[src/rtl/rx_free_fetch_map.svh]
`ifndef RX_FREE_FETCH_MAP_SVH
`define RX_FREE_FETCH_MAP_SVH

`define OFS_BASE_LOW     12'h700
`define OFS_BASE_HIGH    12'h704
`define OFS_END_INDEX    12'h708
`define OFS_SMALL_START  12'h70c
`define OFS_LARGE_WP     12'h710
`define OFS_SMALL_WP     12'h714
`define OFS_LARGE_RP     12'h718
`define OFS_SMALL_RP     12'h71c
`define OFS_QUEUE_CTRL   12'h780
`define OFS_DMA_CONFIG   12'h790
`define OFS_DMA_STATUS   12'h794

`define QCTL_FREE_BURST  0
`define QCTL_LARGE_FLUSH 2
`define QCTL_SMALL_FLUSH 3
`define QCTL_WR_MASK     16'h073d
`define QCTL_RESET       16'h0000

`define CFG_RX_DMA_EN    0
`define CFG_IRQ_EN_LSB   4
`define CFG_WR_MASK      16'h00f1
`define CFG_RESET        16'h0000

`define STS_LARGE_READ   0
`define STS_SMALL_READ   1
`define STS_LARGE_ERR    2
`define STS_SMALL_ERR    3

`define DESC_BYTES       32'h0000_0008
`define WORD_BYTES       32'h0000_0004
`define CAP_SINGLE       5'h10
`define CAP_DUAL         5'h08
`define WM_SINGLE        5'h04
`define WM_DUAL          5'h02

`define RESP_OKAY        2'b00
`define RESP_SLVERR      2'b10

`endif

[src/rtl/rx_free_fetch_pkg.sv]
package rx_free_fetch_pkg;
  typedef enum logic [2:0] {
    ST_IDLE,
    ST_REQ0,
    ST_WAIT0,
    ST_REQ1,
    ST_WAIT1
  } fetch_state_e;
endpackage

[src/rtl/rx_free_queue_fetch.sv]
`timescale 1ns/1ps
`include "rx_free_fetch_map.svh"
// Functional notes
// RQ1 - Large address is base plus pointer times eight.
// RQ2 - Small address adds start and pointer, each times eight.
// RQ3 - Start and end are indices; end is base+8*end.
// RQ4 - Fetch only after rx DMA enable set.
// RQ5 - Advance read pointer one descriptor per fetch.
// RQ6 - Wrap pointer to zero at start or end.
// RQ7 - Set large or small read flag per fetch.
// RQ8 - Empty queue sets error flag, no read.
// RQ9 - Each flag can raise interrupt when enabled.
// RQ10 - Prefetch FIFO holds sixteen descriptors.
// RQ11 - Single mode when start equals end.
// RQ12 - Dual splits FIFO eight/eight, single uses sixteen.
// RQ13 - Burst waits for low watermark, then refills.
// RQ14 - Burst fetches only what host has written.
// RQ15 - Burst reads, advances pointer, sets read flag.
// RQ16 - Control bit zero selects burst or single.
// RQ17 - Large flush bit discards large FIFO entries.
// RQ18 - Small flush bit discards small FIFO entries.
// RQ19 - Host matches FIFO setup to queue mode.
// RQ20 - Control holds done-queue bits, reset zero.
// RQ21 - Queue empty when read equals write pointer.
// RQ22 - Host never fills the last queue slot.
// RQ23 - Device changes read, host write pointers.
// RQ24 - Entry is address word then index word.
// RQ25 - Host advances write pointers, same wrap.
module rx_free_queue_fetch
  import rx_free_fetch_pkg::*;
(
  input  wire logic        CLK,
  input  wire logic        RST_B,
  input  wire logic [11:0] AWADDR,
  input  wire logic        AWVALID,
  output logic             AWREADY,
  input  wire logic [31:0] WDATA,
  input  wire logic [3:0]  WSTRB,
  input  wire logic        WVALID,
  output logic             WREADY,
  output logic [1:0]       BRESP,
  output logic             BVALID,
  input  wire logic        BREADY,
  input  wire logic [11:0] ARADDR,
  input  wire logic        ARVALID,
  output logic             ARREADY,
  output logic [31:0]      RDATA,
  output logic [1:0]       RRESP,
  output logic             RVALID,
  input  wire logic        RREADY,
  output logic             MEM_REQ,
  output logic [31:0]      MEM_ADDR,
  input  wire logic        MEM_GNT,
  input  wire logic        MEM_RVALID,
  input  wire logic [31:0] MEM_RDATA,
  output logic             LARGE_VALID,
  input  wire logic        LARGE_READY,
  output logic [31:0]      LARGE_BUF_ADDR,
  output logic [15:0]      LARGE_DESC_INDEX,
  output logic             SMALL_VALID,
  input  wire logic        SMALL_READY,
  output logic [31:0]      SMALL_BUF_ADDR,
  output logic [15:0]      SMALL_DESC_INDEX,
  output logic [3:0]       DMA_STATUS,
  output logic             IRQ
);

  function automatic logic [15:0] wr16(input logic [15:0] old, input logic [31:0] d,
                                        input logic [3:0] strb);
    wr16 = {strb[1] ? d[15:8] : old[15:8], strb[0] ? d[7:0] : old[7:0]};
  endfunction
  function automatic logic [31:0] addr_of(input logic [31:0] base, input logic [15:0] off,
                                          input logic [15:0] ptr);
    addr_of = base + {16'h0, off} * `DESC_BYTES + {16'h0, ptr} * `DESC_BYTES;
  endfunction
  function automatic logic [15:0] avail(input logic [15:0] wp, input logic [15:0] rp,
                                        input logic [15:0] size);
    avail = (wp >= rp) ? wp - rp : wp + size - rp;
  endfunction
  function automatic logic [15:0] step(input logic [15:0] rp, input logic [15:0] size);
    step = (rp + 16'h1 >= size) ? 16'h0 : rp + 16'h1;
  endfunction
  function automatic logic [3:0] slot(input logic q, input logic dual, input logic [3:0] p);
    slot = q ? {1'b1, p[2:0]} : (dual ? {1'b0, p[2:0]} : p);
  endfunction

  logic [15:0]  base_lo_ff, base_hi_ff, end_ff, sbs_ff;
  logic [15:0]  lwp_ff, swp_ff, lrp_ff, srp_ff;
  logic [15:0]  qctl_ff, cfg_ff;
  logic [3:0]   sts_ff;
  logic [11:0]  awaddr_ff;
  logic         aw_got_ff, w_got_ff;
  logic [31:0]  wdata_ff;
  logic [3:0]   wstrb_ff;
  logic         bvalid_ff, rvalid_ff;
  logic [1:0]   bresp_ff, rresp_ff;
  logic [31:0]  rdata_ff;
  logic [47:0]  mem_ff [16];
  logic [3:0]   lw_ff, lr_ff, sw_ff, sr_ff;
  logic [4:0]   lcnt_ff, scnt_ff;
  fetch_state_e state_ff;
  logic         q_ff;
  logic [4:0]   rem_ff;
  logic [31:0]  word0_ff, maddr_ff;

  logic        do_wr, wr_hit, rd_hit, dual, burst, run, lflush, sflush;
  logic [31:0] base;
  logic [15:0] size_l, size_s, avail_l, avail_s, cur_rp, cur_size, cur_off, adv_rp;
  logic [4:0]  cap, wm, room_l, room_s, room;
  logic        need_l, need_s, go_l, go_s, push, last, lpop, spop;
  logic [31:0] rd_mux;
  logic [3:0]  sts_set, sts_clr;

  assign base   = {base_hi_ff, base_lo_ff};
  assign dual   = (sbs_ff != end_ff);                               // see RQ11
  assign burst  = qctl_ff[`QCTL_FREE_BURST];                        // see RQ16
  assign lflush = qctl_ff[`QCTL_LARGE_FLUSH];
  assign sflush = qctl_ff[`QCTL_SMALL_FLUSH];
  assign run    = cfg_ff[`CFG_RX_DMA_EN];                           // see RQ4
  assign size_l = sbs_ff;
  assign size_s = end_ff - sbs_ff;                                  // see RQ3
  assign avail_l = avail(lwp_ff, lrp_ff, size_l);                   // see RQ21
  assign avail_s = avail(swp_ff, srp_ff, size_s);
  assign cap    = dual ? `CAP_DUAL : `CAP_SINGLE;                   // see RQ10
  assign wm     = dual ? `WM_DUAL : `WM_SINGLE;                     // see RQ12
  assign room_l = cap - lcnt_ff;
  assign room_s = `CAP_DUAL - scnt_ff;

  // Single mode refills only when empty; burst mode waits for the watermark.
  assign need_l = run && !lflush && (burst ? lcnt_ff <= wm : lcnt_ff == 5'h0);  // see RQ13
  assign need_s = run && dual && !sflush && (burst ? scnt_ff <= wm : scnt_ff == 5'h0);
  assign go_l   = need_l && avail_l != 16'h0;                       // see RQ8
  assign go_s   = need_s && avail_s != 16'h0;

  assign room = q_ff ? room_s : room_l;
  assign cur_rp   = q_ff ? srp_ff : lrp_ff;
  assign cur_size = q_ff ? size_s : size_l;
  assign cur_off  = q_ff ? sbs_ff : 16'h0;
  assign adv_rp   = step(cur_rp, cur_size);                         // see RQ6
  assign push = (state_ff == ST_WAIT1) && MEM_RVALID;
  assign last = (rem_ff == 5'h1);
  assign lpop = LARGE_VALID && LARGE_READY;
  assign spop = SMALL_VALID && SMALL_READY;
  assign AWREADY = !aw_got_ff;
  assign WREADY  = !w_got_ff;
  assign ARREADY = !rvalid_ff;
  assign BVALID  = bvalid_ff;
  assign BRESP   = bresp_ff;
  assign RVALID  = rvalid_ff;
  assign RRESP   = rresp_ff;
  assign RDATA   = rdata_ff;
  assign do_wr   = aw_got_ff && w_got_ff && !bvalid_ff;

  always_comb begin
    wr_hit = 1'b1;
    case (awaddr_ff)
      `OFS_BASE_LOW, `OFS_BASE_HIGH, `OFS_END_INDEX, `OFS_SMALL_START, `OFS_LARGE_WP,
      `OFS_SMALL_WP, `OFS_LARGE_RP, `OFS_SMALL_RP, `OFS_QUEUE_CTRL, `OFS_DMA_CONFIG,
      `OFS_DMA_STATUS: wr_hit = 1'b1;
      default: wr_hit = 1'b0;
    endcase
  end

  always_comb begin
    rd_hit = 1'b1;
    rd_mux = 32'h0;
    case (ARADDR)
      `OFS_BASE_LOW:    rd_mux = {16'h0, base_lo_ff};
      `OFS_BASE_HIGH:   rd_mux = {16'h0, base_hi_ff};
      `OFS_END_INDEX:   rd_mux = {16'h0, end_ff};
      `OFS_SMALL_START: rd_mux = {16'h0, sbs_ff};
      `OFS_LARGE_WP:    rd_mux = {16'h0, lwp_ff};
      `OFS_SMALL_WP:    rd_mux = {16'h0, swp_ff};
      `OFS_LARGE_RP:    rd_mux = {16'h0, lrp_ff};
      `OFS_SMALL_RP:    rd_mux = {16'h0, srp_ff};
      `OFS_QUEUE_CTRL:  rd_mux = {16'h0, qctl_ff};
      `OFS_DMA_CONFIG:  rd_mux = {16'h0, cfg_ff};
      `OFS_DMA_STATUS:  rd_mux = {28'h0, sts_ff};
      default:          rd_hit = 1'b0;
    endcase
  end

  always_ff @(posedge CLK) begin
    if (!RST_B) begin
      aw_got_ff <= 1'b0;
      w_got_ff  <= 1'b0;
      awaddr_ff <= 12'h0;
      wdata_ff  <= 32'h0;
      wstrb_ff  <= 4'h0;
      bvalid_ff <= 1'b0;
      bresp_ff  <= `RESP_OKAY;
    end else begin
      if (AWVALID && !aw_got_ff) begin
        aw_got_ff <= 1'b1;
        awaddr_ff <= {AWADDR[11:2], 2'b00};
      end else if (do_wr) begin
        aw_got_ff <= 1'b0;
      end
      if (WVALID && !w_got_ff) begin
        w_got_ff <= 1'b1;
        wdata_ff <= WDATA;
        wstrb_ff <= WSTRB;
      end else if (do_wr) begin
        w_got_ff <= 1'b0;
      end
      if (do_wr) begin
        bvalid_ff <= 1'b1;
        bresp_ff  <= wr_hit ? `RESP_OKAY : `RESP_SLVERR;
      end else if (BREADY) begin
        bvalid_ff <= 1'b0;
      end
    end
  end

  always_ff @(posedge CLK) begin
    if (!RST_B) begin
      rvalid_ff <= 1'b0;
      rdata_ff  <= 32'h0;
      rresp_ff  <= `RESP_OKAY;
    end else if (ARVALID && !rvalid_ff) begin
      rvalid_ff <= 1'b1;
      rdata_ff  <= rd_mux;
      rresp_ff  <= rd_hit ? `RESP_OKAY : `RESP_SLVERR;
    end else if (RREADY) begin
      rvalid_ff <= 1'b0;
    end
  end

  // Only software writes the queue geometry and the host write pointers.
  always_ff @(posedge CLK) begin
    if (!RST_B) begin
      base_lo_ff <= 16'h0;
      base_hi_ff <= 16'h0;
      end_ff     <= 16'h0;
      sbs_ff     <= 16'h0;
      lwp_ff     <= 16'h0;
      swp_ff     <= 16'h0;
      qctl_ff    <= `QCTL_RESET;                                    // see RQ20
      cfg_ff     <= `CFG_RESET;
    end else if (do_wr) begin
      case (awaddr_ff)
        `OFS_BASE_LOW:    base_lo_ff <= wr16(base_lo_ff, wdata_ff, wstrb_ff);
        `OFS_BASE_HIGH:   base_hi_ff <= wr16(base_hi_ff, wdata_ff, wstrb_ff);
        `OFS_END_INDEX:   end_ff <= wr16(end_ff, wdata_ff, wstrb_ff);
        `OFS_SMALL_START: sbs_ff <= wr16(sbs_ff, wdata_ff, wstrb_ff);
        `OFS_LARGE_WP:    lwp_ff <= wr16(lwp_ff, wdata_ff, wstrb_ff);  // see RQ23
        `OFS_SMALL_WP:    swp_ff <= wr16(swp_ff, wdata_ff, wstrb_ff);
        `OFS_QUEUE_CTRL:  qctl_ff <= wr16(qctl_ff, wdata_ff, wstrb_ff) & `QCTL_WR_MASK;
        `OFS_DMA_CONFIG:  cfg_ff <= wr16(cfg_ff, wdata_ff, wstrb_ff) & `CFG_WR_MASK;
        default: ;
      endcase
    end
  end

  // Read pointers are set by software at setup and then advanced by the fetcher.
  // A software write in the same cycle as an advance wins, since it only happens at setup.
  always_ff @(posedge CLK) begin
    if (!RST_B) begin
      lrp_ff <= 16'h0;
      srp_ff <= 16'h0;
    end else begin
      if (do_wr && awaddr_ff == `OFS_LARGE_RP && wstrb_ff[1:0] != 2'b00) begin
        lrp_ff <= wr16(lrp_ff, wdata_ff, wstrb_ff);
      end else if (push && !q_ff) begin
        lrp_ff <= adv_rp;                                           // see RQ5
      end
      if (do_wr && awaddr_ff == `OFS_SMALL_RP && wstrb_ff[1:0] != 2'b00) begin
        srp_ff <= wr16(srp_ff, wdata_ff, wstrb_ff);
      end else if (push && q_ff) begin
        srp_ff <= adv_rp;                                           // see RQ5
      end
    end
  end

  always_comb begin
    sts_set = 4'h0;
    if (state_ff == ST_IDLE) begin
      sts_set[`STS_LARGE_ERR] = need_l && avail_l == 16'h0;         // see RQ8
      sts_set[`STS_SMALL_ERR] = need_s && avail_s == 16'h0;
      sts_set[`STS_LARGE_READ] = go_l;                              // see RQ7
      sts_set[`STS_SMALL_READ] = !go_l && go_s;                     // see RQ15
    end
    sts_clr = (do_wr && awaddr_ff == `OFS_DMA_STATUS && wstrb_ff[0]) ? wdata_ff[3:0] : 4'h0;
  end

  // Status bits clear by writing one; a new event in the same cycle keeps the bit set.
  always_ff @(posedge CLK) begin
    if (!RST_B) begin
      sts_ff <= 4'h0;
    end else begin
      sts_ff <= (sts_ff & ~sts_clr) | sts_set;
    end
  end

  assign DMA_STATUS = sts_ff;
  assign IRQ = |(sts_ff & cfg_ff[`CFG_IRQ_EN_LSB +: 4]);            // see RQ9
  // Fetch sequencer: two word reads per descriptor, one outstanding at a time.
  always_ff @(posedge CLK) begin
    if (!RST_B) begin
      state_ff <= ST_IDLE;
      q_ff     <= 1'b0;
      rem_ff   <= 5'h0;
      word0_ff <= 32'h0;
      maddr_ff <= 32'h0;
    end else begin
      case (state_ff)
        ST_IDLE: begin
          if (go_l) begin
            state_ff <= ST_REQ0;
            q_ff     <= 1'b0;
            rem_ff   <= (!burst) ? 5'h1 :
                        (avail_l < {11'h0, room_l}) ? avail_l[4:0] : room_l;  // see RQ14
            maddr_ff <= addr_of(base, 16'h0, lrp_ff);              // see RQ1
          end else if (go_s) begin
            state_ff <= ST_REQ0;
            q_ff     <= 1'b1;
            rem_ff   <= (!burst) ? 5'h1 :
                        (avail_s < {11'h0, room_s}) ? avail_s[4:0] : room_s;  // see RQ14
            maddr_ff <= addr_of(base, sbs_ff, srp_ff);             // see RQ2
          end
        end
        ST_REQ0: begin
          if (MEM_GNT) begin
            state_ff <= ST_WAIT0;
          end
        end
        ST_WAIT0: begin
          if (MEM_RVALID) begin
            word0_ff <= MEM_RDATA;                                  // see RQ24
            maddr_ff <= maddr_ff + `WORD_BYTES;
            state_ff <= ST_REQ1;
          end
        end
        ST_REQ1: begin
          if (MEM_GNT) begin
            state_ff <= ST_WAIT1;
          end
        end
        ST_WAIT1: begin
          if (MEM_RVALID) begin
            rem_ff   <= rem_ff - 5'h1;
            maddr_ff <= addr_of(base, cur_off, adv_rp);
            state_ff <= last ? ST_IDLE : ST_REQ0;                   // see RQ15
          end
        end
        default: state_ff <= ST_IDLE;
      endcase
    end
  end
  assign MEM_REQ  = (state_ff == ST_REQ0) || (state_ff == ST_REQ1);
  assign MEM_ADDR = maddr_ff;
  // Descriptors fetched while a flush is held are dropped; the read pointer still moves.
  always_ff @(posedge CLK) begin
    if (push && !(q_ff ? sflush : lflush)) begin
      mem_ff[slot(q_ff, dual, q_ff ? sw_ff : lw_ff)] <= {word0_ff, MEM_RDATA[15:0]};
    end
  end

  always_ff @(posedge CLK) begin
    if (!RST_B || lflush) begin
      lw_ff   <= 4'h0;                                              // see RQ17
      lr_ff   <= 4'h0;
      lcnt_ff <= 5'h0;
    end else begin
      if (push && !q_ff) begin
        lw_ff <= lw_ff + 4'h1;
      end
      if (lpop) begin
        lr_ff <= lr_ff + 4'h1;
      end
      lcnt_ff <= lcnt_ff + {4'h0, push && !q_ff} - {4'h0, lpop};
    end
  end

  always_ff @(posedge CLK) begin
    if (!RST_B || sflush) begin
      sw_ff   <= 4'h0;                                              // see RQ18
      sr_ff   <= 4'h0;
      scnt_ff <= 5'h0;
    end else begin
      if (push && q_ff) begin
        sw_ff <= sw_ff + 4'h1;
      end
      if (spop) begin
        sr_ff <= sr_ff + 4'h1;
      end
      scnt_ff <= scnt_ff + {4'h0, push && q_ff} - {4'h0, spop};
    end
  end

  assign LARGE_VALID      = (lcnt_ff != 5'h0);
  assign LARGE_BUF_ADDR   = mem_ff[slot(1'b0, dual, lr_ff)][47:16];
  assign LARGE_DESC_INDEX = mem_ff[slot(1'b0, dual, lr_ff)][15:0];
  assign SMALL_VALID      = (scnt_ff != 5'h0);
  assign SMALL_BUF_ADDR   = mem_ff[slot(1'b1, dual, sr_ff)][47:16];
  assign SMALL_DESC_INDEX = mem_ff[slot(1'b1, dual, sr_ff)][15:0];

endmodule

[config.mk]
export PLATFORM = sky130hd
export DESIGN_NAME = rx_free_queue_fetch
export DESIGN_NICKNAME = d
export VERILOG_FILES = /design/src/rtl/rx_free_fetch_pkg.sv /design/src/rtl/rx_free_queue_fetch.sv
export VERILOG_INCLUDE_DIRS = /design/src /design/src/rtl
export SDC_FILE = /design/constraint.sdc
export NUM_CORES = 2
export LEC_CHECK = 0
export BUFFER_PORTS_ARGS = -buffer_cell sky130_fd_sc_hd__buf_4
export CORE_MARGIN = 2
export CORE_UTILIZATION = 35
export DETAILED_ROUTE_END_ITERATION = 8
export GPL_TIMING_DRIVEN = 0
export SLEW_MARGIN = 20
export SYNTH_ARGS = -nofsm -noshare
export SYNTH_HDL_FRONTEND = slang
export SYNTH_SLANG_ARGS = --single-unit
[constraint.sdc]
create_clock -name CLK -period 8.6 [get_ports CLK]
set_input_delay 1.29 -clock CLK [delete_from_list [all_inputs] [get_ports CLK]]
set_output_delay 1.29 -clock CLK [all_outputs]
set_load 0.01 [all_outputs]
==> reports/metrics.yaml <==
die:
  die-width_um: 402
  core_area_um2: 158000
  top_level_ports: 280
  dieArea_um2: 162000
  die_y_um: 402
  num_rows: 146
  start_util: 0.352
logic_synthesis:
  syn_area_per_cell_um2: 13.0
  netlist_area_um2: 55500
  synth-seq-cells: 1063
  synth_edf_count: 768
  synthCells: 4273
  yosys_warnings: 0
  ys.flop_type: "edfxtp_1"
  synth_most_common_cell: "edfxtp_1"
  yosysTopAreaCellShare: 0.415
  netlist_top_cells_count: "edfxtp_1, nor2_1, mux4_2"
  async_flop_share: 0
  ys_types: 93
  synth_area_leaders: "edfxtp_1, mux4_2, dfxtp_1"
  yosys.area.top_type: "edfxtp_1"
  yosysSeqAreaShare: 0.521
grt:
  antenna_found_initial: 10
  grt_max_degree: 20
  grt_pass1_vias: 38245
  grt_use_total: 0.230
  grt_remaining_overflow: 0
  grt_pass1_wl_um: 272000
detailed_routing:
  first_pass_iters: 6
  wl_per_cell_um: 27.7
  num_vias: 39557
  first_iter_violations: 4856
  vias_per_cell: 5.76
  drc: 0
  ant_nets: 0
  totalWireLength_um: 190000
sta:
  setup_viol: 0
  final_max_slew_viol_count: 0
  worst_slew_pin_slew_ps: 1210
  worst_slack_ps: 242
  fin_crit_sh: 0.972
  fin_skew_ps: 90.2
  setup_tns_ps: 0
  hold_viol_final: 0
  slew_headroom: 0.190
  finalCriticalPeriod_ps: 8360
  fmax_mhz: 120
  rsz0062_at_grt: "yes"
setup_path:
  cp_data_arrival_time_ps: 8990
  cp_top_family: "compound AO/OA/AOI/OAI gates"
  r2r_slack_ps: 240
  worstPathMaxFanout: 10
  slowest_delay_ps: 460
  required_ps: 9230
  worstSetupPathType: "reg -> reg"
  cp-startpoint: "sbs_ff[0]"
  ff2ff_path_depth: 36
  worstSetupStartpointType: "flop"
  worst_path_max_delay_cell: "fa_1"
  cp_num_cells: 36
  crit_path_end_kind: "flop"
  path_buf_inv: 2
  regToRegEndpoint: "MEM_ADDR[17]"
  r2r_start: "sbs_ff[0]"
  cpMostUsedCell: "a21o_1"
  endpoint: "MEM_ADDR[17]"
cts:
  cts.sinks: 1063
  cts_tree: "yes"
  cts_hold_buf: 0
  clk_pin_slew_ps: 60
  cts_max_level: 3
  max-clock-path-buffers: 3
  cts_made_buffers: 112
  insertion_delay_ps: 770
  cts-root-buf: "clkbuf_16"
final_layout:
  postLayoutCoreUtil: 0.414
  fillers: 14608
  synthToLayoutAreaGrowth_pct: 17.9
  fin_nets: 5052
  layout-drive-gt1-share: 0.214
  final_cells: 6870
  fin_area_um2: 65500
place:
  placed_area_um2: 61400
  hpwl_um: 143000
  dp_cells: 6652
  io_buffers: 241
  routabilityCongestion: 0.984
  pre_cts_slack_ps: -1430
power_and_ir_drop:
  vdd_drop_max_uv: 197
  leakagePower_nw: 22.4
  power-per-cell-area_nw_per_um2: 210
run:
  drv_cap: 0
run_status:
  status: "finished clean"
hold_path:
  hold_class: "reg -> reg"
## layout by cell type, fill, tap and decap left out, types with 63 or more instances in the layout
cell         n
inv_1      220
dfxtp_1    292
mux4_2     336
o21ai_0    166
mux2i_1    160
xor2_1      66
mux2_2      63
a21oi_1    251
edfxtp_1   768
clkbuf_1   178
fa_1        70
buf_4      267
nor2_1     334
ha_1       181
xnor2_1     85
nand2_1    257
clkbuf_16  115
## cells by family after synthesis
group	count (synthesis)	synth area share
flops	1063	0.521
simple gates	939	0.0796
compound gates	839	0.0974
mux	559	0.178
buf+inv	468	0.0335
fa+ha+maj	252	0.0662
xor+xnor	152	0.0240
other cells	1	0.0000675
## sequential cells by signal, summed over array words and instances, names as in the netlist, 5 cells and up, named ones only
name / cells
mem_ff: 768
MEM_ADDR: 32
word0_ff: 32
RDATA: 16
base_hi_ff: 16
base_lo_ff: 16
end_ff: 16
lrp_ff: 16
lwp_ff: 16
sbs_ff: 16
srp_ff: 16
swp_ff: 16
wdata_ff: 16
awaddr_ff: 10
qctl_ff: 8
cfg_ff: 5
lcnt_ff: 5
rem_ff: 5
scnt_ff: 5
## per-stage QoR
stage               hold slack [ps]  power, mW
floorplan                       432       7.61
global placement                446       8.75
detailed placement              459       8.77
CTS                             467       13.8
global route                    477       14.2
finish                          464       13.7
## report_power, final
group	internal [mW]	switching, mW	total [mW]
clock	2.91	2.16	5.07
sequential	5.52	0.0787	5.60
combinational	1.45	1.61	3.05
total	9.89	3.84	13.7
## per-layer routing
metal / up-vias / share of wire / GRT usage
li1: 17231 / - / -
met1: 19917 / 0.39 / 0.295
met2: 2014 / 0.48 / 0.379
met3: 387 / 0.089 / 0.0507
met4: 8 / 0.044 / 0.0905
met5: - / 0.00024 / 0
## worst min-delay path by stage
stage	start	endpoint	slack (ps)	depth (start not counted)
final	awaddr_ff[5]	awaddr_ff[5]	460	2
after CTS	awaddr_ff[5]	awaddr_ff[5]	470	2
after global placement	awaddr_ff[10]	awaddr_ff[10]	450	2
after global routing	awaddr_ff[8]	awaddr_ff[8]	480	2
after detailed placement	awaddr_ff[8]	awaddr_ff[8]	460	2
after floorplan	awaddr_ff[10]	awaddr_ff[10]	430	2
## worst reg2reg max path: cells and delay by family (launching register included)
family | cells | cell delay [ps]
AOI/OAI and AO/OA | 21 | 4380
xor gates and xnor gates | 2 | 240
adders and majority gates | 5 | 1700
buffers and inverters | 2 | 290
DFF | 1 | 410
muxes | 1 | 290
and+or+nand+nor | 5 | 920
## area by class of cell
cell class | count | area (µm²) | share of cell area
Sequential cell | 1063 | 29000 | 0.443
Inverter | 221 | 830 | 0.0127
Multi-Input combinational cell | 2759 | 25000 | 0.382
Timing Repair Buffer | 294 | 3050 | 0.0465
Tap cell | 2072 | 2590 | 0.0396
Buffer | 246 | 1080 | 0.0164
Antenna cell | 1 | 2.50 | 0.0000382
Clock buffer | 152 | 3220 | 0.0491
Clock inverter | 62 | 704 | 0.0108
## repair_timing
item | in CTS | in global routing
endpoints found under the setup margin | 23 | 17
cloned | 0 | 0
endpoints found under the hold margin | 0 | 0
setup buffers | 0 | 3
pin swaps | 0 | 3
gates resized for setup | 16 | 21
(Power assumes the default switching activity.)
